## src/ccss_pkg.sv

```systemverilog
`default_nettype none
package ccss_pkg;

	// Register byte offsets
	localparam logic [7:0] OFS_MODE = 8'h00;
	localparam logic [7:0] OFS_RUN  = 8'h04;
	localparam logic [7:0] OFS_SEL  = 8'h08;
	localparam logic [7:0] OFS_LSP  = 8'h0C;
	localparam logic [7:0] OFS_SUBM = 8'h10;
	localparam logic [7:0] OFS_STS  = 8'h14;
	localparam logic [7:0] OFS_STC  = 8'h18;
	localparam logic [7:0] OFS_FDIV = 8'h1C;
	localparam logic [7:0] OFS_MAIN_CLOCK_DIVIDER = 8'h20;
	localparam logic [7:0] OFS_OPT  = 8'h24;

	// Field positions
	localparam int RUN_MAIN_HALT = 7;
	localparam int RUN_SUB_HALT  = 6;
	localparam int RUN_FAST_HALT = 0;
	localparam int SEL_CPU_STAT  = 7;
	localparam int SEL_CPU_SEL   = 6;
	localparam int SEL_MAIN_STAT = 5;
	localparam int SEL_MAIN_SEL  = 4;
	localparam int LSP_LS_SEL    = 0;
	localparam int SUBM_LOWPWR   = 7;
	localparam int OPT_RANGE     = 4;

	// Reset values
	localparam logic       RST_MAIN_HALT = 1'h1;
	localparam logic       RST_SUB_HALT  = 1'h1;
	localparam logic       RST_FAST_HALT = 1'h0;
	localparam logic [2:0] RST_STS       = 3'h7;
	localparam logic [2:0] RST_FDIV      = 3'h0;
	localparam logic [2:0] RST_MAIN_CLOCK_DIVIDER      = 3'h0;
	localparam logic [7:0] RST_MODE      = 8'h00;

	// Oscillator pin modes
	localparam logic [1:0] MODE_PORT = 2'h0;
	localparam logic [1:0] MODE_OSC  = 2'h1;
	localparam logic [1:0] MODE_EXT  = 2'h3;

	// Fast oscillator option frequencies, MHz
	localparam logic [15:0] ACLK_MHZ      = 16'h00C8;
	localparam logic [3:0]  FAST_IDX_LAST = 4'h8;
	localparam logic [6:0]  FAST_FREQ_MHZ [0:8] = '{7'h01, 7'h04, 7'h08, 7'h0C, 7'h10,
		7'h18, 7'h20, 7'h30, 7'h40};

	// Stabilization counter thermometer base (2^8 ticks)
	localparam int STAB_LOG_BASE = 8;

	// AXI responses
	localparam logic [1:0] RESP_OKAY   = 2'h0;
	localparam logic [1:0] RESP_SLVERR = 2'h2;

	// Operation mode register layout
	typedef struct packed {
		logic main_ext;
		logic main_pin;
		logic sub_ext;
		logic sub_pin;
		logic drive_hi;
		logic drive_lo;
		logic unused;
		logic gain_high;
	} ccss_mode_t;

endpackage : ccss_pkg
`default_nettype wire

```

## src/ccss_switch_cell.sv

```systemverilog
`default_nettype none
module ccss_switch_cell
	import ccss_pkg::*;
(
	input  wire logic aclk,
	input  wire logic aresetn,
	input  wire logic sel_req,
	input  wire logic tick_a,
	input  wire logic tick_b,
	input  wire logic live_a,
	input  wire logic live_b,
	output logic      tick_out,
	output logic      sel_cur
);

	typedef enum logic [1:0] {CELL_RUN, CELL_DRAIN, CELL_ARM} ccss_cell_t;

	ccss_cell_t state_ff;
	logic       cur_ff;
	logic       stat_ff;
	logic       old_tick;
	logic       old_live;
	logic       new_tick;

	// Source in use; changes at an old-source edge, or at once if the old source is stopped
	assign tick_out = cur_ff ? tick_b : tick_a;
	assign sel_cur  = stat_ff;
	assign old_tick = cur_ff ? tick_b : tick_a;
	assign old_live = cur_ff ? live_b : live_a;
	assign new_tick = cur_ff ? tick_b : tick_a;

	// Changeover sequence
	always_ff @(posedge aclk) begin
		if (!aresetn) begin
			state_ff <= CELL_RUN;
			cur_ff   <= 1'h0;
			stat_ff  <= 1'h0;
		end else begin
			case (state_ff)
				CELL_RUN: begin
					if (sel_req != cur_ff) state_ff <= CELL_DRAIN;
				end
				CELL_DRAIN: begin
					if (sel_req == cur_ff) begin
						state_ff <= CELL_RUN;
					end else if (old_tick || !old_live) begin
						cur_ff   <= sel_req;
						state_ff <= CELL_ARM;
					end
				end
				CELL_ARM: begin
					if (new_tick) begin
						stat_ff  <= cur_ff;
						state_ff <= CELL_RUN;
					end
				end
				default: state_ff <= CELL_RUN;
			endcase
		end
	end
endmodule : ccss_switch_cell
`default_nettype wire

```

## src/ccss_top.sv

```systemverilog
`default_nettype none
module ccss_top
	import ccss_pkg::*;
#(
	parameter int ADDR_W        = 8,
	parameter int LOW_SPEED_DIV = 13333
) (
	input  wire logic              aclk,
	input  wire logic              aresetn,
	input  wire logic [ADDR_W-1:0] s_axi_awaddr,
	input  wire logic              s_axi_awvalid,
	output logic                   s_axi_awready,
	input  wire logic [31:0]       s_axi_wdata,
	input  wire logic [3:0]        s_axi_wstrb,
	input  wire logic              s_axi_wvalid,
	output logic                   s_axi_wready,
	output logic [1:0]             s_axi_bresp,
	output logic                   s_axi_bvalid,
	input  wire logic              s_axi_bready,
	input  wire logic [ADDR_W-1:0] s_axi_araddr,
	input  wire logic              s_axi_arvalid,
	output logic                   s_axi_arready,
	output logic [31:0]            s_axi_rdata,
	output logic [1:0]             s_axi_rresp,
	output logic                   s_axi_rvalid,
	input  wire logic              s_axi_rready,
	input  wire logic [3:0]        option_freq_sel,
	input  wire logic              fast_osc_range_option,
	input  wire logic [1:0]        main_crystal_osc,
	input  wire logic              sub_crystal_osc,
	output logic [1:0]             main_pins_port_data,
	output logic                   main_osc_enable,
	output logic                   main_osc_gain_high,
	output logic                   sub_osc_enable,
	output logic [1:0]             sub_osc_drive,
	output logic                   sub_low_power_ctrl,
	output logic                   fast_internal_clk_en,
	output logic                   main_system_clk_en,
	output logic                   cpu_peripheral_clock
);

	// Bus slave state
	logic [7:0]  awaddr_ff;
	logic        aw_have_ff;
	logic [7:0]  wdata_ff;
	logic        wen_ff;
	logic        w_have_ff;
	logic        bvalid_ff;
	logic [1:0]  bresp_ff;
	logic        rvalid_ff;
	logic [1:0]  rresp_ff;
	logic [31:0] rdata_ff;
	logic        wr_go;
	logic        wr_mapped;
	logic        wr_en;
	logic [7:0]  rd_addr;
	logic [31:0] nxt_rdata;
	logic        rd_mapped;

	// Control registers
	ccss_mode_t  mode_ff;
	logic        mode_locked_ff;
	logic        main_halt_ff;
	logic        sub_halt_ff;
	logic        fast_halt_ff;
	logic        main_sel_ff;
	logic        cpu_sel_ff;
	logic        ls_sel_ff;
	logic        sub_lp_ff;
	logic [2:0]  sts_ff;
	logic [2:0]  fdiv_ff;
	logic [2:0]  main_clock_divider_ff;

	// Option capture, pin synchronisers, clock sources
	logic [4:0]  opt_s1_ff;
	logic [4:0]  opt_s2_ff;
	logic [1:0]  opt_cnt_ff;
	logic        opt_done_ff;
	logic [3:0]  opt_idx_ff;
	logic        opt_range_ff;
	logic [1:0]  main_s1_ff;
	logic [1:0]  main_s2_ff;
	logic        main_d_ff;
	logic        sub_s1_ff;
	logic        sub_s2_ff;
	logic        sub_d_ff;
	logic [15:0] fast_acc_ff;
	logic        fast_tick_ff;
	logic [15:0] fast_sum;
	logic [15:0] fast_lim;
	logic [6:0]  fast_inc;
	logic        fast_live;
	logic [1:0]  main_mode;
	logic [1:0]  sub_mode;
	logic        main_xtal_live;
	logic        main_xtal_tick;
	logic [15:0] stab_cnt_ff;
	logic [7:0]  stab_therm;
	logic        main_ready;
	logic [6:0]  main_clock_divider_cnt_ff;
	logic        main_div_tick_ff;
	logic        sub_live;
	logic        sub_tick_ff;
	logic [15:0] ls_cnt_ff;
	logic        ls_tick_ff;
	logic [1:0]  port_data_ff;
	logic        main_sys_tick;
	logic        main_stat;
	logic        main_sys_live;
	logic        sub_path_tick;
	logic        ls_stat;
	logic        sub_path_live;
	logic        cpu_stat;

	// Write and read channel acceptance
	assign s_axi_awready = !aw_have_ff && !bvalid_ff;
	assign s_axi_wready  = !w_have_ff && !bvalid_ff;
	assign s_axi_bvalid  = bvalid_ff;
	assign s_axi_bresp   = bresp_ff;
	assign s_axi_arready = !rvalid_ff;
	assign s_axi_rvalid  = rvalid_ff;
	assign s_axi_rresp   = rresp_ff;
	assign s_axi_rdata   = rdata_ff;
	assign wr_go = aw_have_ff && w_have_ff && !bvalid_ff;
	assign wr_mapped = (awaddr_ff <= OFS_OPT) && (awaddr_ff[1:0] == 2'h0);
	assign wr_en = wr_go && wen_ff;

	// Address and data latch, then write response
	always_ff @(posedge aclk) begin
		if (!aresetn) begin
			awaddr_ff  <= 8'h00;
			aw_have_ff <= 1'h0;
			wdata_ff   <= 8'h00;
			wen_ff     <= 1'h0;
			w_have_ff  <= 1'h0;
			bvalid_ff  <= 1'h0;
			bresp_ff   <= RESP_OKAY;
		end else begin
			if (s_axi_awvalid && s_axi_awready) begin
				awaddr_ff  <= 8'(s_axi_awaddr);
				aw_have_ff <= 1'h1;
			end
			if (s_axi_wvalid && s_axi_wready) begin
				wdata_ff  <= s_axi_wdata[7:0];
				wen_ff    <= s_axi_wstrb[0];
				w_have_ff <= 1'h1;
			end
			if (wr_go) begin
				aw_have_ff <= 1'h0;
				w_have_ff  <= 1'h0;
				bvalid_ff  <= 1'h1;
				bresp_ff   <= wr_mapped ? RESP_OKAY : RESP_SLVERR;
			end else if (bvalid_ff && s_axi_bready) begin
				bvalid_ff <= 1'h0;
			end
		end
	end

	// Operation mode register, locked after its first write
	always_ff @(posedge aclk) begin
		if (!aresetn) begin
			mode_ff        <= RST_MODE;
			mode_locked_ff <= 1'h0;
		end else if (wr_en && awaddr_ff == OFS_MODE && !mode_locked_ff) begin
			mode_ff        <= wdata_ff;
			mode_locked_ff <= 1'h1;
		end
	end

	// Run control and clock select registers
	always_ff @(posedge aclk) begin
		if (!aresetn) begin
			main_halt_ff <= RST_MAIN_HALT;
			sub_halt_ff  <= RST_SUB_HALT;
			fast_halt_ff <= RST_FAST_HALT;
			main_sel_ff  <= 1'h0;
			cpu_sel_ff   <= 1'h0;
			ls_sel_ff    <= 1'h0;
			sub_lp_ff    <= 1'h0;
			sts_ff       <= RST_STS;
			fdiv_ff      <= RST_FDIV;
			main_clock_divider_ff      <= RST_MAIN_CLOCK_DIVIDER;
		end else if (wr_en) begin
			case (awaddr_ff)
				OFS_RUN: begin
					main_halt_ff <= wdata_ff[RUN_MAIN_HALT];
					sub_halt_ff  <= wdata_ff[RUN_SUB_HALT];
					fast_halt_ff <= wdata_ff[RUN_FAST_HALT];
				end
				OFS_SEL: begin
					main_sel_ff <= wdata_ff[SEL_MAIN_SEL];
					cpu_sel_ff  <= wdata_ff[SEL_CPU_SEL];
				end
				OFS_LSP:  ls_sel_ff <= wdata_ff[LSP_LS_SEL];
				OFS_SUBM: sub_lp_ff <= wdata_ff[SUBM_LOWPWR];
				OFS_STS:  sts_ff    <= wdata_ff[2:0];
				OFS_FDIV: fdiv_ff   <= wdata_ff[2:0];
				OFS_MAIN_CLOCK_DIVIDER: main_clock_divider_ff   <= wdata_ff[2:0];
				default: ;
			endcase
		end
	end

	// Read data mux
	assign rd_addr = 8'(s_axi_araddr);
	assign rd_mapped = (rd_addr <= OFS_OPT) && (rd_addr[1:0] == 2'h0);
	always_comb begin
		nxt_rdata = 32'h0000_0000;
		case (rd_addr)
			OFS_MODE: nxt_rdata[7:0] = mode_ff;
			OFS_RUN: begin
				nxt_rdata[RUN_MAIN_HALT] = main_halt_ff;
				nxt_rdata[RUN_SUB_HALT]  = sub_halt_ff;
				nxt_rdata[RUN_FAST_HALT] = fast_halt_ff;
			end
			OFS_SEL: begin
				nxt_rdata[SEL_CPU_STAT]  = cpu_stat;
				nxt_rdata[SEL_CPU_SEL]   = cpu_sel_ff;
				nxt_rdata[SEL_MAIN_STAT] = main_stat;
				nxt_rdata[SEL_MAIN_SEL]  = main_sel_ff;
			end
			OFS_LSP:  nxt_rdata[LSP_LS_SEL]  = ls_sel_ff;
			OFS_SUBM: nxt_rdata[SUBM_LOWPWR] = sub_lp_ff;
			OFS_STS:  nxt_rdata[2:0] = sts_ff;
			OFS_STC:  nxt_rdata[7:0] = stab_therm;
			OFS_FDIV: nxt_rdata[2:0] = fdiv_ff;
			OFS_MAIN_CLOCK_DIVIDER: nxt_rdata[2:0] = main_clock_divider_ff;
			OFS_OPT: begin
				nxt_rdata[3:0]       = opt_idx_ff;
				nxt_rdata[OPT_RANGE] = opt_range_ff;
			end
			default: ;
		endcase
	end

	// Read channel
	always_ff @(posedge aclk) begin
		if (!aresetn) begin
			rvalid_ff <= 1'h0;
			rresp_ff  <= RESP_OKAY;
			rdata_ff  <= 32'h0000_0000;
		end else if (s_axi_arvalid && s_axi_arready) begin
			rvalid_ff <= 1'h1;
			rresp_ff  <= rd_mapped ? RESP_OKAY : RESP_SLVERR;
			rdata_ff  <= nxt_rdata;
		end else if (rvalid_ff && s_axi_rready) begin
			rvalid_ff <= 1'h0;
		end
	end

	// Option strap: synchronise, then capture once after release
	always_ff @(posedge aclk) begin
		if (!aresetn) begin
			opt_s1_ff    <= 5'h00;
			opt_s2_ff    <= 5'h00;
			opt_cnt_ff   <= 2'h0;
			opt_done_ff  <= 1'h0;
			opt_idx_ff   <= 4'h0;
			opt_range_ff <= 1'h0;
		end else begin
			opt_s1_ff <= {fast_osc_range_option, option_freq_sel};
			opt_s2_ff <= opt_s1_ff;
			if (!opt_done_ff) begin
				opt_cnt_ff <= opt_cnt_ff + 2'h1;
				if (opt_cnt_ff == 2'h2) begin
					opt_done_ff  <= 1'h1;
					opt_idx_ff   <= (opt_s2_ff[3:0] > FAST_IDX_LAST) ? 4'h0 : opt_s2_ff[3:0];
					opt_range_ff <= opt_s2_ff[4];
				end
			end
		end
	end

	// Fast oscillator: rate accumulator over the 200 MHz clock
	assign fast_live = opt_done_ff && !fast_halt_ff;
	assign fast_inc  = FAST_FREQ_MHZ[opt_idx_ff];
	assign fast_lim  = 16'(ACLK_MHZ << fdiv_ff);
	assign fast_sum  = fast_acc_ff + 16'(fast_inc);
	always_ff @(posedge aclk) begin
		if (!aresetn || !fast_live) begin
			fast_acc_ff  <= 16'h0000;
			fast_tick_ff <= 1'h0;
		end else if (fast_sum >= fast_lim) begin
			fast_acc_ff  <= (fast_sum - fast_lim >= fast_lim) ? 16'h0000 : fast_sum - fast_lim;
			fast_tick_ff <= 1'h1;
		end else begin
			fast_acc_ff  <= fast_sum;
			fast_tick_ff <= 1'h0;
		end
	end

	// Pin synchronisers and edge detection
	always_ff @(posedge aclk) begin
		if (!aresetn) begin
			main_s1_ff <= 2'h0;
			main_s2_ff <= 2'h0;
			main_d_ff  <= 1'h0;
			sub_s1_ff  <= 1'h0;
			sub_s2_ff  <= 1'h0;
			sub_d_ff   <= 1'h0;
		end else begin
			main_s1_ff <= main_crystal_osc;
			main_s2_ff <= main_s1_ff;
			main_d_ff  <= main_s2_ff[0];
			sub_s1_ff  <= sub_crystal_osc;
			sub_s2_ff  <= sub_s1_ff;
			sub_d_ff   <= sub_s2_ff;
		end
	end

	// Main crystal path: mode decode, stabilization count, divider
	assign main_mode      = {mode_ff.main_ext, mode_ff.main_pin};
	assign main_xtal_live = !main_halt_ff && (main_mode == MODE_OSC || main_mode == MODE_EXT);
	assign main_xtal_tick = main_xtal_live && main_s2_ff[0] && !main_d_ff;
	assign main_ready     = (main_mode == MODE_EXT) || stab_therm[sts_ff];
	always_comb begin
		for (int i = 0; i < 8; i++) stab_therm[i] = |(stab_cnt_ff >> (STAB_LOG_BASE + i));
	end
	always_ff @(posedge aclk) begin
		if (!aresetn || !main_xtal_live || main_mode != MODE_OSC) begin
			stab_cnt_ff <= 16'h0000;
		end else if (main_xtal_tick && stab_cnt_ff != 16'hFFFF) begin
			stab_cnt_ff <= stab_cnt_ff + 16'h0001;
		end
	end
	always_ff @(posedge aclk) begin
		if (!aresetn) begin
			main_clock_divider_cnt_ff      <= 7'h00;
			main_div_tick_ff <= 1'h0;
		end else begin
			main_div_tick_ff <= 1'h0;
			if (main_xtal_tick && main_ready) begin
				if (main_clock_divider_cnt_ff >= 7'((8'h01 << main_clock_divider_ff) - 8'h01)) begin
					main_clock_divider_cnt_ff      <= 7'h00;
					main_div_tick_ff <= 1'h1;
				end else begin
					main_clock_divider_cnt_ff <= main_clock_divider_cnt_ff + 7'h01;
				end
			end
		end
	end

	// Sub crystal and low-speed internal sources; port mode capture
	assign sub_mode = {mode_ff.sub_ext, mode_ff.sub_pin};
	assign sub_live = !sub_halt_ff && (sub_mode == MODE_OSC || sub_mode == MODE_EXT);
	always_ff @(posedge aclk) begin
		if (!aresetn) begin
			sub_tick_ff  <= 1'h0;
			ls_cnt_ff    <= 16'h0000;
			ls_tick_ff   <= 1'h0;
			port_data_ff <= 2'h0;
		end else begin
			sub_tick_ff <= sub_live && sub_s2_ff && !sub_d_ff;
			ls_tick_ff  <= 1'h0;
			if (!ls_sel_ff) begin
				ls_cnt_ff <= 16'h0000;
			end else if (ls_cnt_ff == 16'(LOW_SPEED_DIV - 1)) begin
				ls_cnt_ff  <= 16'h0000;
				ls_tick_ff <= 1'h1;
			end else begin
				ls_cnt_ff <= ls_cnt_ff + 16'h0001;
			end
			port_data_ff <= (main_mode == MODE_PORT) ? main_s2_ff : 2'h0;
		end
	end

	// Glitch-free multiplexers: main, sub path, CPU
	ccss_switch_cell u_main_cell (
		.aclk     (aclk),
		.aresetn  (aresetn),
		.sel_req  (main_sel_ff),
		.tick_a   (fast_tick_ff),
		.tick_b   (main_div_tick_ff),
		.live_a   (fast_live),
		.live_b   (main_xtal_live),
		.tick_out (main_sys_tick),
		.sel_cur  (main_stat)
	);
	ccss_switch_cell u_sub_cell (
		.aclk     (aclk),
		.aresetn  (aresetn),
		.sel_req  (ls_sel_ff),
		.tick_a   (sub_tick_ff),
		.tick_b   (ls_tick_ff),
		.live_a   (sub_live),
		.live_b   (ls_sel_ff),
		.tick_out (sub_path_tick),
		.sel_cur  (ls_stat)
	);
	assign main_sys_live = main_stat ? main_xtal_live : fast_live;
	assign sub_path_live = ls_stat ? ls_sel_ff : sub_live;
	ccss_switch_cell u_cpu_cell (
		.aclk     (aclk),
		.aresetn  (aresetn),
		.sel_req  (cpu_sel_ff),
		.tick_a   (main_sys_tick),
		.tick_b   (sub_path_tick),
		.live_a   (main_sys_live),
		.live_b   (sub_path_live),
		.tick_out (cpu_peripheral_clock),
		.sel_cur  (cpu_stat)
	);

	// Analog and pin controls
	assign main_pins_port_data  = port_data_ff;
	assign main_osc_enable      = main_xtal_live && main_mode == MODE_OSC;
	assign main_osc_gain_high   = mode_ff.gain_high;
	assign sub_osc_enable       = !sub_halt_ff && sub_mode == MODE_OSC;
	assign sub_osc_drive        = {mode_ff.drive_hi, mode_ff.drive_lo};
	assign sub_low_power_ctrl   = sub_lp_ff;
	assign fast_internal_clk_en = fast_tick_ff;
	assign main_system_clk_en   = main_sys_tick;
endmodule : ccss_top
`default_nettype wire

```

## config.mk

```make
export PLATFORM = sky130hd
export DESIGN_NAME = ccss_top
export DESIGN_NICKNAME = d
export VERILOG_FILES = /design/src/ccss_pkg.sv /design/src/ccss_switch_cell.sv /design/src/ccss_top.sv
export SDC_FILE = /design/constraint.sdc
export NUM_CORES = 1
export LEC_CHECK = 0
export ABC_AREA = 1
export BUFFER_PORTS_ARGS = -buffer_cell sky130_fd_sc_hd__buf_4
export CAP_MARGIN = 20
export CORE_MARGIN = 2
export CORE_UTILIZATION = 35
export DETAILED_ROUTE_END_ITERATION = 8
export PLACE_DENSITY_LB_ADDON = 0.08
export SYNTH_ARGS = -nofsm -noshare
export SYNTH_HDL_FRONTEND = slang
export SYNTH_HIERARCHICAL = 1
export SYNTH_SLANG_ARGS = --single-unit
```

## constraint.sdc

```tcl
create_clock -name aclk -period 4.9 [get_ports aclk]
set_input_delay 0.735 -clock aclk [delete_from_list [all_inputs] [get_ports aclk]]
set_output_delay 0.735 -clock aclk [all_outputs]
set_load 0.005 [all_outputs]
```

==> impl_metrics.env, run 1 <==
export IMPL_critPathMaxStageDelay_ns=0.37
export IMPL_max_slew_worst_pin_slew_ns=1.18
export IMPL_hold_class="reg2reg"
export IMPL_cap_violations=0
export IMPL_cp_top_family="simple AND/OR/NAND/NOR gates"
export IMPL_synth_seq_cells=155
export IMPL_combPwrFrac_pct=18.3
export IMPL_grtUsageMet3_pct=2.94
export IMPL_port_buffer_count=65
export IMPL_antenna_found_initial=0
export IMPL_synth_distinct_cells=50
export IMPL_power_frac_seq_pct=41.4
export IMPL_ant_nets=0
export IMPL_fillers=2613
export IMPL_grt_pass1_vias=7174
export IMPL_crit_required_ns=5.26
export IMPL_rsz0062_at_grt="false"
export IMPL_critPathLaunchType="flop"
export IMPL_use_met2_pct=28.1
export IMPL_synth_area_mm2=0.00850
export IMPL_overflow=0
export IMPL_synth_avg_cell_area_um2=7.07
export IMPL_fin_tns_setup_ns=0
export IMPL_drive_gt1_share_pct=12.6
export IMPL_clock_sinks=155
export IMPL_clk_path_buf_depth=2
export IMPL_dieHeight_um=160
export IMPL_crit_top_cell="nand2_1"
export IMPL_multiInputGateArea_mm2=0.00445
export IMPL_layout_min_cycle_time_ns=4.52
export IMPL_grt_util_all_layers_pct=17.5
export IMPL_n_antenna_cell=0
export IMPL_synth_edf_count=0
export IMPL_die_area_mm2=0.0255
export IMPL_fin_skew_ns=0.0180
export IMPL_timing_critical_path_buf_inv=4
export IMPL_clk_latency_ns=0.43
export IMPL_synth_area_leaders="dfxtp_1 37%, nand2_1 9.4%, inv_1 9.1%"
export IMPL_min_period_over_period_pct=92.2
export IMPL_routed_wirelength_mm=21.5
export IMPL_grt_first_pass_wirelength_mm=36.2
export IMPL_clkTransAtPathRegs_ns=0.07
export IMPL_final_setup_viol_count=0
export IMPL_intPower_mw=2.26
export IMPL_via_per_inst=4.63
export IMPL_fin_util_pct=41.0
export IMPL_async_flop_share_pct=0
export IMPL_p_leak_nw=4.40
export IMPL_outcome="finished, final reports clean"
export IMPL_area_delta_synth_final_pct=16.3
export IMPL_final_common_cell="nand2_1"
export IMPL_critical_path_arrival_ns=4.88
export IMPL_cts_buffers=17
export IMPL_slew_headroom_pct=19.6
export IMPL_ios=119
export IMPL_num_vias=7457
export IMPL_rows=57
export IMPL_gp_congestion=0.828
export IMPL_dp_hpwl_mm=16.7
export IMPL_wl_per_cell_um=13.4
export IMPL_grt_start_max_net_pins=49
export IMPL_ctsHtreeMaxLevel=4
export IMPL_register_area_mm2=0.00311
export IMPL_cp_end_kind="flop"
export IMPL_yosysTopAreaCellShare_pct=36.5
export IMPL_power_frac_clock_pct=40.3
export IMPL_use_met1_pct=24.4
export IMPL_ys_warn_count=6
export IMPL_max_freq_mhz=221
export IMPL_ir_drop_mv=0.202
export IMPL_syn_inst=1202
export IMPL_die_w_um=160
export IMPL_most_common_layout_cells="211 x nand2_1, 206 x inv_1, 153 x dfxtp_1"
export IMPL_cts_tree="yes"
export IMPL_core_area_mm2=0.0241
export IMPL_dr_pass1_iters=5
export IMPL_drc=0
export IMPL_crit_type="reg2reg"
export IMPL_swShare_pct=30.8
export IMPL_top_usage_layer="met2"
export IMPL_worst_path_max_delay_cell="dfxtp_2"
export IMPL_floorplan_initialDensity_pct=35.2
export IMPL_yosys_area_top_type="dfxtp_1"
export IMPL_power_density_mw_per_mm2=331
export IMPL_synth_ff_type="dfxtp_1"
export IMPL_drt_initial_drc_count=394
export IMPL_nNetsFinal=1389
export IMPL_cts_root_buf="clkbuf_16"
export IMPL_crit_fanout=9
export IMPL_yosysSeqAreaShare_pct=36.5
export IMPL_drv_slew=0
export IMPL_switchingPower_mw=1.01
export IMPL_final_hold_viol_count=0
cells by family (layout without fill, tap and decap cells):
family / after synthesis / after routing / synth area share (%)
other: 1 / 27 / 0.0441
xor gates and xnor gates: 25 / 25 / 2.58
DFF: 155 / 155 / 36.5
adders and majority gates: 49 / 49 / 7.22
AOI/OAI and AO/OA: 249 / 249 / 16.4
buffers and inverters: 257 / 315 / 12.9
and+or+nand+nor: 466 / 466 / 24.3
metrics by stage:
step / std cells / hold WS (ns) / setup WS, ns / area, um^2 / power (mW)
5_1_grt: 1610 / 0.415 / 0.0249 / 9880 / 3.48
6_report: 1610 / 0.397 / 0.381 / 9880 / 3.27
3_5_place_dp: 1577 / 0.385 / 0.322 / 9240 / 1.96
4_1_cts: 1609 / 0.397 / 0.272 / 9820 / 3.30
3_3_place_gp: 1577 / 0.385 / 0.334 / 9240 / 1.96
2_1_floorplan: 1228 / 0.376 / 1.04 / 8590 / 1.80
synthesized netlist by cell type, types with 2 or more instances:
cell type	instances
inv_1	207
clkbuf_1	12
o21a_1	5
nor2_2	10
nand3_2	3
inv_2	5
nand4_1	10
o21bai_1	3
o221ai_1	3
buf_6	2
and3_1	2
ha_1	49
nor3b_1	7
or4_1	2
nand2_2	19
xnor2_1	4
buf_4	28
nand3_1	38
a21oi_2	5
nor3_2	2
o211ai_1	8
or2_2	3
xor2_1	21
a21boi_0	2
a21oi_1	100
o21ai_0	95
nor3_1	37
nor2_1	106
o22ai_1	4
a31oi_1	5
nor4_1	12
dfxtp_1	155
a221oi_1	2
a211oi_1	9
nand2_1	212
power by group through the flow:
stage          logic [mW]  clock network [mW]  registers (mW)
2_1_floorplan       0.433                   0            1.37
3_3_place_gp        0.581                   0            1.38
3_5_place_dp        0.581                   0            1.38
4_1_cts             0.585                1.36            1.35
5_1_grt             0.694                1.42            1.36
6_report            0.598                1.32            1.36
worst reg2reg max path: cells and delay by family (launching register included):
| family | cells | cell delay [ns] |
|---|---|---|
| and+or+nand+nor | 14 | 1.48 |
| buffers and inverters | 4 | 0.49 |
| xor gates and xnor gates | 2 | 0.34 |
| DFF | 1 | 0.37 |
| AOI/OAI and AO/OA | 6 | 0.90 |
| adders and majority gates | 3 | 0.88 |
flip-flops by register name, indices dropped and copies added (netlist names), 3 cells and up:
| register | flops |
|---|---|
| ls_cnt_ff | 16 |
| sts_ff | 3 |
| opt_idx_ff | 4 |
| fast_acc_ff | 16 |
| fdiv_ff | 3 |
| opt_s1_ff | 5 |
| main_clock_divider_ff | 3 |
| awaddr_ff | 8 |
| s_axi_rdata | 8 |
| stab_cnt_ff | 16 |
| opt_s2_ff | 5 |
| mode_ff | 3 |
| main_clock_divider_cnt_ff | 7 |
| wdata_ff | 8 |
what timing repair did:
| action | in CTS | in global routing |
|---|---|---|
| buffers inserted | 0 | 1 |
| endpoints found under the setup margin | 0 | 13 |
| hold buffers | 0 | 0 |
| gates resized for setup | 0 | 15 |
area by class of cell:
type / count / area share [%]
multi-input combinational: 816 / 45.0
sequential: 155 / 31.4
inverter: 212 / 8.05
timing repair buffer: 71 / 5.52
clock buffer: 18 / 4.34
tap: 324 / 4.10
clock inverter: 14 / 1.56
final timing paths:
check / from / endpoint / slack, ns / cells after the start
setup / recovery: opt_idx_ff[2]$_SDFFE_PN0P_ / fast_acc_ff[7]$_SDFF_PP0_ / 0.38 / 29
hold / removal: sub_d_ff$_SDFF_PN0_ / sub_tick_ff$_SDFF_PN0_ / 0.40 / 1
setup reg to reg: opt_idx_ff[2]$_SDFFE_PN0P_ / fast_acc_ff[7]$_SDFF_PP0_ / 0.38 / 29
hold reg to reg: sub_d_ff$_SDFF_PN0_ / sub_tick_ff$_SDFF_PN0_ / 0.40 / 1
metal layers:
layer / vias up / wire length [um]
met4: 0 / 217
met3: 13 / 633
met2: 113 / 9620
met1: 3333 / 11100
li1: 3998 / -
met5: - / 0
Power figures use the tool's default switching activity.
==> run 2, diff against run 1 <==
--- a/config.mk
+++ b/config.mk
@@ -14,5 +14,4 @@
 export PLACE_DENSITY_LB_ADDON = 0.08
 export SYNTH_ARGS = -nofsm -noshare
 export SYNTH_HDL_FRONTEND = slang
-export SYNTH_HIERARCHICAL = 1
 export SYNTH_SLANG_ARGS = --single-unit
==> impl_metrics.env, run 2 <==
export IMPL_outcome="finished, final reports clean"
export IMPL_crit_type="reg2reg"
export IMPL_intPower_mw=2.30
export IMPL_fillers=2500
export IMPL_area_delta_synth_final_pct=16.3
export IMPL_num_vias=7119
export IMPL_switchingPower_mw=0.997
export IMPL_cts_setup_buffers=0
export IMPL_nNetsFinal=1308
export IMPL_ys_warn_count=0
export IMPL_critical_path_arrival_ns=4.75
export IMPL_critPathMaxStageDelay_ns=0.50
export IMPL_yosysMostFrequentCell="nand2_1"
export IMPL_fin_util_pct=41.2
export IMPL_grt_util_all_layers_pct=17.0
export IMPL_ctsHtreeMaxLevel=4
export IMPL_dr_pass1_iters=5
export IMPL_overflow=0
export IMPL_crit_top_cell="nand2_1"
export IMPL_synth_distinct_cells=53
export IMPL_clk_path_buf_depth=2
export IMPL_max_slew_worst_pin_slew_ns=0.989
export IMPL_final_hold_viol_count=0
export IMPL_core_area_mm2=0.0233
export IMPL_async_flop_share_pct=0
export IMPL_clkTransAtPathRegs_ns=0.07
export IMPL_drive_gt1_share_pct=11.7
export IMPL_syn_inst=1126
export IMPL_final_setup_viol_count=0
export IMPL_reg2reg_from="opt_idx_ff[3]$_SDFFE_PN0P_"
export IMPL_grt_pass1_vias=6574
export IMPL_whs_endpoint="sub_tick_ff$_SDFF_PN0_"
export IMPL_synth_area_mm2=0.00824
export IMPL_cts_root_buf="clkbuf_16"
export IMPL_ios=119
export IMPL_swShare_pct=30.2
export IMPL_cp_end_kind="flop"
export IMPL_cts_tree="yes"
export IMPL_die_w_um=157
export IMPL_routed_wirelength_mm=20.3
export IMPL_dp_hpwl_mm=15.6
export IMPL_synth_ff_type="dfxtp_1"
export IMPL_rows=56
export IMPL_ir_drop_mv=0.197
export IMPL_clk_latency_ns=0.43
export IMPL_largestRegisters="fast_acc_ff (16), ls_cnt_ff (16), stab_cnt_ff (16)"
export IMPL_antenna_found_initial=0
export IMPL_port_buffer_count=65
export IMPL_cap_violations=0
export IMPL_yosysSeqAreaShare_pct=37.6
export IMPL_grt_start_max_net_pins=38
export IMPL_max_freq_mhz=228
export IMPL_drv_slew=0
export IMPL_power_frac_seq_pct=40.9
export IMPL_final_common_cell="nand2_1"
export IMPL_holdWs_ns=0.393
export IMPL_yosys_area_top_type="dfxtp_1"
export IMPL_synth_common_cells="191 x nand2_1, 175 x inv_1, 155 x dfxtp_1"
export IMPL_slew_headroom_pct=33.9
export IMPL_synth_area_leaders="dfxtp_1 38%, nand2_1 8.7%, inv_1 8.0%"
export IMPL_crit_fanout=14
export IMPL_layout_min_cycle_time_ns=4.39
export IMPL_drc=0
export IMPL_worstHoldStart="sub_d_ff$_SDFF_PN0_"
export IMPL_yosysTopAreaCellShare_pct=37.6
export IMPL_drt_initial_drc_count=356
export IMPL_synth_edf_count=0
export IMPL_worst_path_max_delay_cell="dfxtp_1"
export IMPL_via_per_inst=4.67
export IMPL_die_area_mm2=0.0248
export IMPL_grt_first_pass_wirelength_mm=33.0
export IMPL_dieHeight_um=157
export IMPL_fin_tns_setup_ns=0
export IMPL_ant_nets=0
export IMPL_r2r_cells=27
export IMPL_min_period_over_period_pct=89.7
export IMPL_n_antenna_cell=0
export IMPL_whs_path_depth=1
export IMPL_rrSetupSlack_ns=0.51
export IMPL_most_common_layout_cells="191 x nand2_1, 175 x inv_1, 155 x dfxtp_1"
export IMPL_p_leak_nw=4.14
export IMPL_critPathLaunchType="flop"
export IMPL_power_frac_clock_pct=41.4
export IMPL_synth_avg_cell_area_um2=7.32
export IMPL_rsz0062_at_grt="false"
export IMPL_floorplan_initialDensity_pct=35.4
export IMPL_hold_class="reg2reg"
export IMPL_cts_buffers=17
export IMPL_timing_rr_end="fast_acc_ff[2]$_SDFF_PP0_"
export IMPL_combPwrFrac_pct=17.7
export IMPL_wl_per_cell_um=13.3
export IMPL_dp_cells=1493
export IMPL_crit_required_ns=5.25
export IMPL_synth_seq_cells=155
export IMPL_instances_no_fill=1525
export IMPL_fin_skew_ns=0.0141
export IMPL_clock_sinks=155
export IMPL_power_density_mw_per_mm2=344
export IMPL_gp_congestion=0.843
[run 2: cell count changes after synthesis, sizes merged, moves of 5 or more]
cell	delta
inv	-36
a31oi	+5
o21ai	-15
nand2	-31
a211oi	+7
a21oi	-8
[run 2: cell type report]
class	instances	area, um^2	area share (%)
flip-flops and latches	155	3100	32.4
clock inverters	15	175	1.83
clock buffers	17	425	4.44
repair buffers	70	526	5.48
inverters	176	661	6.89
multi-input cells	773	4300	44.8
well taps	319	399	4.16
[run 2: worst max path at each step]
| stage | from | to | slack, ns | depth (start not counted) |
|---|---|---|---|---|
| final | opt_idx_ff[3]$_SDFFE_PN0P_ | fast_acc_ff[2]$_SDFF_PP0_ | 0.51 | 27 |
| after global routing | opt_idx_ff[3]$_SDFFE_PN0P_ | fast_acc_ff[1]$_SDFF_PP0_ | 0.03 | 27 |
| after CTS | opt_idx_ff[1]$_SDFFE_PN0P_ | fast_acc_ff[2]$_SDFF_PP0_ | 0.37 | 27 |
| after detailed placement | opt_idx_ff[1]$_SDFFE_PN0P_ | fast_acc_ff[2]$_SDFF_PP0_ | 0.38 | 27 |
| after global placement | opt_idx_ff[1]$_SDFFE_PN0P_ | fast_acc_ff[3]$_SDFF_PP0_ | 0.41 | 27 |
| after floorplan | opt_idx_ff[1]$_SDFFE_PN0P_ | fast_acc_ff[13]$_SDFF_PP0_ | 1.09 | 28 |
[run 2: power groups by stage]
stage               clock, mW  combinational, mW  sequential, mW
CTS                      1.40              0.584            1.35
global placement            0              0.580            1.38
floorplan                   0              0.440            1.37
detailed placement          0              0.580            1.38
finish                   1.36              0.584            1.35
global route             1.46              0.681            1.36
[run 2: timing repair]
action	CTS	global route
gates resized for setup	0	4
setup endpoints to repair	0	14
hold buffers	0	0
[run 2: cells by family after synthesis]
| logic type | count (synthesis) | share of synthesized area (%) |
|---|---|---|
| multiplexers | 2 | 0.243 |
| XOR/XNOR | 26 | 2.76 |
| AO/OA/AOI/OAI | 248 | 17.4 |
| flip-flops | 155 | 37.6 |
| AND/OR/NAND/NOR | 422 | 23.0 |
| buffers and inverters | 224 | 11.7 |
| adder cells (fa/ha/maj) | 48 | 7.29 |
| other | 1 | 0.0455 |
[run 2: metrics by stage]
step	instance area [um^2]	setup WS, ns	total power [mW]
floorplan	8340	1.09	1.81
global placement	8960	0.406	1.96
detailed placement	8960	0.381	1.96
CTS	9560	0.367	3.34
global route	9590	0.0272	3.50
finish	9590	0.507	3.30
[run 2: critical path, delay by kind of cell (launching register included)]
family                     cells  cell delay [ns]
AOI/OAI and AO/OA              5             0.65
xor gates and xnor gates       2             0.38
and+or+nand+nor               13             1.46
adders and majority gates      3             1.03
buffers and inverters          4             0.31
DFF                            1             0.50
[run 2: per-layer routing]
layer  share of wire, %  wire length, um  GRT usage (%)  vias up
met4               0.92              187           4.46        0
met2                 45             9060           26.6      122
met3                3.9              801           3.36       15
met1                 51            10300           23.7     3190
li1                   -                -              -     3792
met5                  0                0              0        -
